==> src/inc/dpa_defs.svh <==
// Purpose: timing and size constants for the dual port request arbiter
// Assumes: 20 MHz system clock
// Notes: counts derived from times, rounded to whole cycles
`ifndef DPA_DEFS_SVH
`define DPA_DEFS_SVH

// ****************************************************************
// clock and timing
// ****************************************************************
`define DPA_CLK_HZ 20000000
`define DPA_PRIO_MS 200
`define DPA_PRIO_CYCLES (`DPA_PRIO_MS * (`DPA_CLK_HZ / 1000))

// ****************************************************************
// short-transfer sizing
// ****************************************************************
`define DPA_ST_MAX_BYTES 4
`define DPA_LEN_W 3

`endif

==> src/inc/dpa_pkg.sv <==
// Purpose: shared types for the dual port request arbiter
// Assumes: two serial ports, index 0 and 1
// Notes: protocol code matches the per-port configuration inputs
package dpa_pkg;

    typedef enum logic
    {
        host_link_protocol,
        remote_terminal_protocol
    } dpa_proto_t;

    typedef enum logic
    {
        slot_free,
        slot_held
    } dpa_slot_st_t;

endpackage : dpa_pkg

==> src/inc/dpa_slot_if.sv <==
// Purpose: link between arbiter and its single-entry holding slot
// Assumes: one clock domain
// Notes: capture and release are one-cycle strobes
`timescale 1ns/1ns
interface dpa_slot_if;
    logic capture;
    logic cap_port;
    logic release_req;
    logic occupied;
    logic port;

    modport arb
    (
        output capture,
        output cap_port,
        output release_req,
        input occupied,
        input port
    );

    modport slot
    (
        input capture,
        input cap_port,
        input release_req,
        output occupied,
        output port
    );
endinterface : dpa_slot_if

==> src/core/dpa_arbiter.sv <==
// Purpose: decides grant, hold, drop or refusal of port requests
// Assumes: requests and done strobes come from logic on clk_i
// Notes: answers appear one cycle after the request; a held request is granted one cycle after its release
`timescale 1ns/1ns
`include "dpa_defs.svh"

module dpa_arbiter
#(
    parameter int PRIO_CYCLES = `DPA_PRIO_CYCLES,
    parameter int LEN_W = `DPA_LEN_W
)
(
    input wire logic clk_i,
    input wire logic rst_i,
    input wire logic [1:0] proto_i,
    input wire logic [1:0] req_i,
    input wire logic [1:0] short_i,
    input wire logic [1:0][LEN_W-1:0] st_len_i,
    input wire logic [1:0] done_i,
    output logic [1:0] grant_o,
    output logic [1:0] nak_o,
    output logic [1:0] drop_o,
    output logic [1:0] st_grant_o,
    output logic [1:0][LEN_W-1:0] st_bytes_o,
    output logic [1:0] busy_o,
    output logic held_o,
    output logic prio_on_o,
    output logic prio_port_o
);

    localparam int CNT_W = $clog2(PRIO_CYCLES + 1);
    localparam logic [CNT_W-1:0] PRIO_LOAD = CNT_W'(PRIO_CYCLES);
    localparam logic [LEN_W-1:0] ST_MAX = LEN_W'(`DPA_ST_MAX_BYTES);

    dpa_slot_if sif ();

    logic [1:0] busy;
    logic [1:0] next_go;
    logic [1:0] next_nak;
    logic [1:0] next_drop;
    logic both_hl;
    logic rel;
    logic prio_on;
    logic prio_port;
    logic prio_armed;
    // refused port waits here so a running window keeps its owner
    logic pend_port;
    logic [CNT_W-1:0] prio_cnt;

    dpa_hold_slot u_slot
    (
        .clk_i(clk_i),
        .rst_i(rst_i),
        .s(sif)
    );

    // ****************************************************************
    // request decision
    // ****************************************************************
    // the held request goes first when its blocking port finishes, so a
    // new request arriving in the same cycle always sees a busy port
    always_comb
    begin
        logic p;
        logic blocked;
        logic cap;
        logic cap_port;
        p = 1'b0;
        blocked = 1'b0;
        cap = 1'b0;
        cap_port = 1'b0;
        both_hl = (proto_i == {2{dpa_pkg::host_link_protocol}});
        rel = sif.occupied && busy[!sif.port] && done_i[!sif.port];
        next_go = 2'h0;
        next_nak = 2'h0;
        next_drop = 2'h0;
        if (rel)
        begin
            next_go[sif.port] = 1'b1;
        end
        for (int i = 0; i < 2; i++)
        begin
            p = (i == 0) ? (prio_on && prio_port) : !(prio_on && prio_port);
            if (req_i[p] && !short_i[p])
            begin
                blocked = busy[!p] || next_go[!p] || (prio_on && prio_port != p);
                if (busy[p] || (sif.occupied && sif.port == p))
                begin
                    next_drop[p] = 1'b1;
                end
                else if (!blocked)
                begin
                    next_go[p] = 1'b1;
                end
                else if (both_hl)
                begin
                    next_nak[p] = 1'b1;
                end
                else if (!sif.occupied && !cap)
                begin
                    cap = 1'b1;
                    cap_port = p;
                end
                else
                begin
                    next_drop[p] = 1'b1;
                end
            end
        end
        sif.capture = cap;
        sif.cap_port = cap_port;
        sif.release_req = rel;
    end

    // ****************************************************************
    // port busy state and answers
    // ****************************************************************
    always_ff @(posedge clk_i or posedge rst_i)
    begin
        if (rst_i)
        begin
            busy <= 2'h0;
        end
        else
        begin
            for (int i = 0; i < 2; i++)
            begin
                if (next_go[i])
                begin
                    busy[i] <= 1'b1;
                end
                else if (done_i[i])
                begin
                    busy[i] <= 1'b0;
                end
            end
        end
    end

    always_ff @(posedge clk_i or posedge rst_i)
    begin
        if (rst_i)
        begin
            grant_o <= 2'h0;
            nak_o <= 2'h0;
            drop_o <= 2'h0;
        end
        else
        begin
            grant_o <= next_go;
            nak_o <= next_nak;
            drop_o <= next_drop;
        end
    end

    // ****************************************************************
    // short transfers, never deferred and never marking a port busy
    // ****************************************************************
    generate
        for (genvar g = 0; g < 2; g++)
        begin : g_short
            always_ff @(posedge clk_i or posedge rst_i)
            begin
                if (rst_i)
                begin
                    st_grant_o[g] <= 1'b0;
                    st_bytes_o[g] <= '0;
                end
                else
                begin
                    st_grant_o[g] <= req_i[g] && short_i[g];
                    if (st_len_i[g] > ST_MAX)
                    begin
                        st_bytes_o[g] <= ST_MAX;
                    end
                    else
                    begin
                        st_bytes_o[g] <= st_len_i[g];
                    end
                end
            end
        end
    endgenerate

    // ****************************************************************
    // priority window after a refusal
    // ****************************************************************
    // window starts only once both ports are idle and nothing is starting;
    // a refusal inside a running window waits for the next one
    always_ff @(posedge clk_i or posedge rst_i)
    begin
        if (rst_i)
        begin
            prio_armed <= 1'b0;
            pend_port <= 1'b0;
            prio_port <= 1'b0;
            prio_on <= 1'b0;
            prio_cnt <= '0;
        end
        else
        begin
            if (next_nak != 2'h0)
            begin
                prio_armed <= 1'b1;
                pend_port <= next_nak[1];
            end
            else if (prio_armed && !prio_on && busy == 2'h0
                     && next_go == 2'h0)
            begin
                prio_armed <= 1'b0;
                prio_port <= pend_port;
                prio_on <= 1'b1;
                prio_cnt <= PRIO_LOAD;
            end
            if (prio_on)
            begin
                prio_cnt <= prio_cnt - 1'b1;
                if (prio_cnt == CNT_W'(1))
                begin
                    prio_on <= 1'b0;
                end
            end
        end
    end

    assign busy_o = busy;
    assign held_o = sif.occupied;
    assign prio_on_o = prio_on;
    assign prio_port_o = prio_port;
endmodule : dpa_arbiter

==> src/core/dpa_hold_slot.sv <==
// Purpose: single-entry holding slot for one deferred request
// Assumes: capture only while free, release only while held
// Notes: a capture while held is ignored, never stacked
`timescale 1ns/1ns
module dpa_hold_slot
(
    input wire logic clk_i,
    input wire logic rst_i,
    dpa_slot_if.slot s
);

    dpa_pkg::dpa_slot_st_t state;
    logic held_port;

    // ****************************************************************
    // slot state
    // ****************************************************************
    always_ff @(posedge clk_i or posedge rst_i)
    begin
        if (rst_i)
        begin
            state <= dpa_pkg::slot_free;
        end
        else
        begin
            case (state)
                dpa_pkg::slot_free:
                begin
                    if (s.capture)
                    begin
                        state <= dpa_pkg::slot_held;
                    end
                end
                dpa_pkg::slot_held:
                begin
                    if (s.release_req)
                    begin
                        state <= dpa_pkg::slot_free;
                    end
                end
                default:
                begin
                    state <= dpa_pkg::slot_free;
                end
            endcase
        end
    end

    always_ff @(posedge clk_i or posedge rst_i)
    begin
        if (rst_i)
        begin
            held_port <= 1'b0;
        end
        else if (s.capture && state == dpa_pkg::slot_free)
        begin
            held_port <= s.cap_port;
        end
    end

    assign s.occupied = (state == dpa_pkg::slot_held);
    assign s.port = held_port;
endmodule : dpa_hold_slot

==> config.mk <==
export PLATFORM = sky130hd
export DESIGN_NAME = dpa_arbiter
export DESIGN_NICKNAME = d
export VERILOG_FILES = /design/src/inc/dpa_pkg.sv /design/src/inc/dpa_slot_if.sv /design/src/core/dpa_arbiter.sv /design/src/core/dpa_hold_slot.sv
export VERILOG_INCLUDE_DIRS = /design/src /design/src/inc
export SDC_FILE = /design/constraint.sdc
export NUM_CORES = 1
export LEC_CHECK = 0
export ABC_AREA = 1
export BUFFER_PORTS_ARGS = -buffer_cell sky130_fd_sc_hd__clkbuf_2
export CELL_PAD_IN_SITES_DETAIL_PLACEMENT = 1
export CELL_PAD_IN_SITES_GLOBAL_PLACEMENT = 2
export CORE_AREA = 2 2 82 92
export CTS_CLUSTER_SIZE = 16
export DETAILED_ROUTE_END_ITERATION = 12
export DIE_AREA = 0 0 84 94
export PLACE_DENSITY = 0.8
export SLEW_MARGIN = 20
export SYNTH_ARGS = -nofsm -noshare
export SYNTH_HDL_FRONTEND = slang
export SYNTH_SLANG_ARGS = --single-unit
==> constraint.sdc <==
create_clock -name clk_i -period 2.8 [get_ports clk_i]
set_input_delay 0.84 -clock clk_i [delete_from_list [all_inputs] [get_ports clk_i]]
set_output_delay 0.84 -clock clk_i [all_outputs]
set_load 0.005 [all_outputs]
==> results.tsv, run 1 <==
metric	value	unit
outcome	finished, final reports clean	
Worst path most repeated cell	nand2_1	
main area contributors after synthesis	dfrtp_1, nand2_1, inv_1	
DRT Wirelength	5.58	mm
cell area after layout	2730	um^2
Final period util	83.5	%
slew margin rel.	48.6	%
leakage	0.00142	uW
Synth cell types	35	
internal power	1100	uW
power per standard cell area	609	nW/um^2
Setup TNS	0	ns
crit start category	flip-flop	
die width	84	um
Net Sw Frac	33.5	%
CTS sink cnt	44	
gpl congestion	0.842	
IO buf count	34	
Placeable Area	6930	um^2
root buffer cell	clkbuf_8	
post-CTS setup buffers	0	
HP Class	reg2reg	
Initial DRT Pass Iterations	4	
WHS	0.540	ns
WP data arrival	2.54	ns
Ys Warns	0	
via count	2033	
Die ar.	7900	um^2
Initial Utilization	34.1	%
Required @ worst endpoint	3.00	ns
Final Hold Vio Count	0	
Tmin final	2.34	ns
layout cells sized above 1	23.4	%
gr ovfl total	0	
Max Slew Vio Count	0	
Final Skew	0.00579	ns
crit path capture type	flip-flop	
CP max stage delay	0.46	ns
RSZ-0062 raised after global routing	no	
placed inst area	2620	um^2
vias per cell	4.82	
worst-skew pair later-pin latency	0.30	ns
initial antenna violation count	0	
P_sw	555	uW
Rows	32	
Crit path buffers/inverters	1	
clk slew on worst S/H paths	0.09	ns
Synth area leader	dfrtp_1	
Yosys top cell area share	46.6	%
final core utilization	39.4	%
clock power share	29.7	%
FFs w/ async S/R, synth	100	%
Worst Setup Path Type	reg2reg	
Final setup viols	0	
mean area per synthesized cell	7.92	um^2
CP max FO	13	
hpwl dp	4.32	mm
EDFF count, synth	0	
slowest CP cell	dfrtp_1	
drt initial violations	67	
commonest cells after routing, fill and taps aside	nand2_1, inv_1, dfrtp_1	
gr usage total	15.6	%
Max Cap Violations	0	
die height	94	um
first-pass GRT wire length	9.76	mm
antenna fix cells	0	
IO Count	35	
Synth Flop Type	dfrtp_1	
sequential-to-total area share from yosys stat	46.6	%
Max clock buf depth	2	
number of global-route vias before repair	2089	
delay-heaviest family, CP	simple AND/OR/NAND/NOR gates	
Comb pwr share	24.8	%
most common library cell in the layout ignoring fill and taps	nand2_1	
DR DRC count	0	
# resized after CTS	0	
Syn Inst Count	298	
pin count of the biggest net entering global routing	37	
Slew @ Worst Pin	0.770	ns
#FFs+latches synth	44	
sequential share of power	45.5	%
worst-case vdd ir drop	265	uV
syn nets	316	
Cell Area, Synth	2360	um^2
max frequency	0.427	GHz
WL/cell	13.2	um
Layout area overhead	15.5	%
TritonCTS Buffers	5	
CTS tree	yes	
H-tree levels	2	
Final nets	354	
post-route ant nets	0	
CP Cell Sequence	nand2_2, nand2_1, nand2_1, nand3_1, nand4_2, nand3_2, nor2_1, nand3_2, buf_4, nand3_1, nand2_1	
Hold Buf Count CTS	0	
==> cell families (layout without fill, tap and decap cells) <==
| group | count (synthesis) | count (layout) | synth area share (%) |
|---|---|---|---|
| AND/OR/NAND/NOR | 163 | 163 | 31.7 |
| buffers and inverters | 57 | 96 | 10.3 |
| flip-flops | 44 | 44 | 46.6 |
| AO/OA/AOI/OAI | 26 | 26 | 8.00 |
| XOR/XNOR | 6 | 6 | 2.23 |
| adder cells (fa/ha/maj) | 2 | 2 | 1.06 |
==> flip-flops by register name, indices dropped and copies added (netlist names) <==
name               flops
busy_o                 2
st_bytes_o             6
pend_port              1
nak_o                  2
prio_port_o            1
grant_o                2
drop_o                 2
u_slot.s.occupied      1
u_slot.s.port          1
st_grant_o             2
prio_cnt              22
prio_armed             1
prio_on_o              1
==> through the flow <==
stage,setup WS (ns),cells,power [uW]
detailed placement,0.146,414,1190
global placement,0.274,414,1190
global route,0.199,422,1770
finish,0.461,422,1660
CTS,0.399,422,1690
floorplan,0.801,298,1040
==> worst register-to-register path, cell delays in order (launching register included) <==
cell and delay [ns]:
dfrtp_1 0.46, nand2_2 0.27, nand2_1 0.09, nand2_1 0.11, nand3_1 0.12, nand4_2 0.15
nand3_2 0.14, nor2_1 0.16, nand3_2 0.30, buf_4 0.30, nand3_1 0.07, nand2_1 0.05
==> area by class of cell <==
type / instances / area, um^2
multi-input combinational: 197 / 1020
tap: 85 / 106
clock buffer: 5 / 68.8
timing repair buffer: 37 / 193
sequential: 44 / 1100
clock inverter: 3 / 42.5
fill: 903 / 4200
inverter: 51 / 199
==> cell usage after synthesis (2+ instances only) <==
library cell	number
a21boi_1	2
nand3_2	2
dfrtp_1	44
inv_1	48
clkbuf_1	2
or2_2	5
o21ai_0	2
o211ai_1	4
nor4_1	4
nand4_2	2
nand3_1	26
xor2_1	5
nand2_2	5
nand2_1	63
a21oi_2	4
ha_1	2
buf_4	2
nand4_1	5
a21oi_1	5
o21ai_1	3
nor2_1	40
nor2_2	9
buf_6	2
==> power groups by stage <==
stage | clock network [uW] | logic, uW | registers (uW)
after floorplan | 0 | 284 | 757
after global placement | 0 | 415 | 772
after detailed placement | 0 | 416 | 770
after CTS | 513 | 418 | 757
after global routing | 538 | 471 | 764
final | 493 | 411 | 756
==> layer usage <==
metal	GRT usage, %	part of all wire (%)
met1	18.1	43
met2	29.1	53
met3	2.72	2.3
met4	4.84	1.3
met5	0	0
==> final timing paths <==
check,cells after the start,to,slack [ns],start
min reg2reg,2,prio_cnt[21]$_DFFE_PP0P_,0.54,prio_cnt[21]$_DFFE_PP0P_
min in group asynchronous,2,st_bytes_o[2]$_DFF_PP0_,0.65,rst_i
max,11,prio_cnt[10]$_DFFE_PP0P_,0.46,prio_port_o$_DFFE_PP0P_
max in group asynchronous,3,grant_o[0]$_DFF_PP0_,1.50,rst_i
max reg2reg,11,prio_cnt[10]$_DFFE_PP0P_,0.46,prio_port_o$_DFFE_PP0P_
min,2,prio_cnt[21]$_DFFE_PP0P_,0.54,prio_cnt[21]$_DFFE_PP0P_
(Power assumes the default switching activity.)
==> inputs of run 2 (changes only) <==
- CORE_AREA: 2 2 82 92 -> 2 2 88 99
- DIE_AREA: 0 0 84 94 -> 0 0 90 101
- PLACE_DENSITY: 0.8 -> 0.73
- clock period: 2.8 -> 1.9 ns (I/O delays scaled with it)
==> results.tsv, run 2 (same netlist as run 1, synthesis figures left out) <==
metric	value	unit	change
CTS sink cnt	44		unchanged
biggest regs	prio_cnt: 22 flops, st_bytes_o: 6 flops		
hpwl dp	4.58	mm	+5.8%
leakage	0.00160	uW	+12%
CTS tree	yes		
TritonCTS Buffers	5		unchanged
Required @ worst endpoint	2.10	ns	-0.90 ns
Reg area	1110	um^2	+0.57%
clk slew on worst S/H paths	0.10	ns	about the same
Initial DRT Pass Iterations	4		unchanged
WL/cell	13.3	um	+0.58%
Tmin final	1.81	ns	-0.531 ns
DR DRC count	0		unchanged
P_sw	944	uW	+70%
HP Class	in2async		
first-pass GRT wire length	10.4	mm	+6.7%
met3 usage	2.84	%	+0.12 points
Most flops, register	prio_cnt		
commonest cells after routing, fill and taps aside	nand2_1, inv_1, dfrtp_1		
vias per cell	4.52		-6.2%
H-tree levels	2		unchanged
Power, Total	2720	uW	+64%
Final period util	95.2	%	+12 points
max frequency	0.553	GHz	+29%
Rows	35		+9.4%
DRT Wirelength	6.38	mm	+14%
gr usage total	14.2	%	-1.4 points
Die ar.	9090	um^2	+15%
sequential share of power	40.8	%	-4.7 points
gpl congestion	0.807		-4.1%
Crit Reg-Reg Startpoint	prio_on_o$_DFF_PP0_		
power per standard cell area	843	nW/um^2	+38%
Setup TNS	0	ns	unchanged
multi-input logic area	1150	um^2	+13%
most common library cell in the layout ignoring fill and taps	nand2_1		
Max Cap Violations	0		unchanged
worst-skew pair later-pin latency	0.31	ns	about the same
Max Slew Vio Count	0		unchanged
Final Skew	0.0111	ns	+0.00527 ns
post-route ant nets	0		unchanged
gr ovfl total	0		unchanged
met2 global-route usage	26.5	%	-2.6 points
Hold Buf Count CTS	0		unchanged
Final Hold Vio Count	0		unchanged
Max clock buf depth	2		unchanged
crit path capture type	flip-flop		
Final nets	386		+9.0%
R2R depth	12		+1
initial antenna violation count	0		unchanged
global route hottest layer	met2		
WP data arrival	2.01	ns	-0.53 ns
Worst Setup Path Type	reg2reg		
IO buf count	34		unchanged
RSZ-0062 raised after global routing	yes		
slew margin rel.	74.8	%	+26 points
drt initial violations	57		-15%
outcome	finished, final reports clean		
IO Count	35		unchanged
antenna fix cells	0		unchanged
Placeable Area	8150	um^2	+18%
pin count of the biggest net entering global routing	45		+22%
delay-heaviest family, CP	simple AND/OR/NAND/NOR gates		
Layout area overhead	36.5	%	
grt met1 use	16.4	%	-1.7 points
worst-case vdd ir drop	374	uV	+41%
root buffer cell	clkbuf_8		
die height	101	um	+7.4%
die width	90	um	+7.1%
number of global-route vias before repair	2249		+7.7%
Net Sw Frac	34.8	%	+1.3 points
CP max stage delay	0.47	ns	about the same
via count	2168		+6.6%
internal power	1770	uW	+60%
CP Cell Sequence	buf_8, nand3_2, nand2_2, a21oi_4, nand4_4, nand3_4, nor2_4, nand3_4, buf_12, nand2_2, nand2_1, nand2_1		
worst reg2reg setup slack	0.09	ns	-0.37 ns
Slew @ Worst Pin	0.377	ns	-0.393 ns
crit start category	flip-flop		
CP max FO	8		-5
Initial Utilization	29.0	%	-5.1 points
Largest register FFs	22		unchanged
Final setup viols	0		unchanged
CP Launch Point	prio_on_o$_DFF_PP0_		
layout cells sized above 1	36.3	%	+13 points
clock power share	27.9	%	-1.8 points
Crit path buffers/inverters	2		+1
Comb pwr share	31.3	%	+6.5 points
capturing point of the worst reg2reg path	prio_cnt[19]$_DFFE_PP0P_		
slowest CP cell	dfrtp_2		
Layout fillers	1025		+14%
[run 2: worst min-delay path: stages]
cell      delay [ns]
clkbuf_2        0.08
inv_2           0.06
buf_12          0.24
[run 2: repair_timing]
action	4_1_cts	5_1_grt
setup endpoints to repair	9	28
gates resized for setup	2	36
cloned	0	3
setup buffers	0	5
pin swaps	0	4
[run 2: worst max-delay path by stage]
| stage | depth (start not counted) | end | slack [ns] |
|---|---|---|---|
| final | 12 | prio_cnt[19]$_DFFE_PP0P_ | 0.09 |
| after global routing | 13 | prio_cnt[19]$_DFFE_PP0P_ | -0.03 |
| after CTS | 11 | prio_cnt[2]$_DFFE_PP0P_ | 0.002 |
| after detailed placement | 11 | prio_cnt[14]$_DFFE_PP0P_ | -0.1 |
| after global placement | 12 | prio_cnt[19]$_DFFE_PP0P_ | -0.03 |
| after floorplan | 10 | prio_cnt[14]$_DFFE_PP0P_ | 0.17 |
[run 2: through the flow]
| step | hold WS [ns] | util (%) | cell area (um^2) | setup WS [ns] | std cells |
|---|---|---|---|---|---|
| after global routing | 0.275 | 39.6 | 3220 | -0.0269 | 480 |
| after global placement | 0.503 | 35.0 | 2850 | -0.0288 | 464 |
| final | 0.254 | 39.6 | 3220 | 0.0918 | 480 |
| after detailed placement | 0.516 | 35.0 | 2850 | -0.0984 | 464 |
| after CTS | 0.275 | 36.5 | 2980 | 0.00249 | 472 |
| after floorplan | 0.486 | - | 2360 | 0.171 | 298 |
[run 2: area by class of cell]
cell class | count | share of cell area [%]
multi-input combinational | 198 | 35.7
sequential | 44 | 34.4
timing repair buffer | 68 | 15.7
inverter | 51 | 6.33
tap | 111 | 4.31
clock buffer | 5 | 2.14
clock inverter | 3 | 1.48
[run 2: metal layers]
| layer | wire length (um) | vias to the layer above | share of wire, % |
|---|---|---|---|
| li1 | - | 1079 | - |
| met1 | 2760 | 1061 | 43 |
| met2 | 3390 | 21 | 53 |
| met3 | 138 | 7 | 2.2 |
| met4 | 93 | 0 | 1.5 |
| met5 | 0 | - | 0 |
[run 2: power by group through the flow]
stage / sequential [uW] / combinational (uW) / clock (uW)
floorplan: 1120 / 419 / 0
global placement: 1120 / 767 / 0
detailed placement: 1120 / 769 / 0
CTS: 1100 / 772 / 771
global route: 1120 / 946 / 828
finish: 1110 / 850 / 759
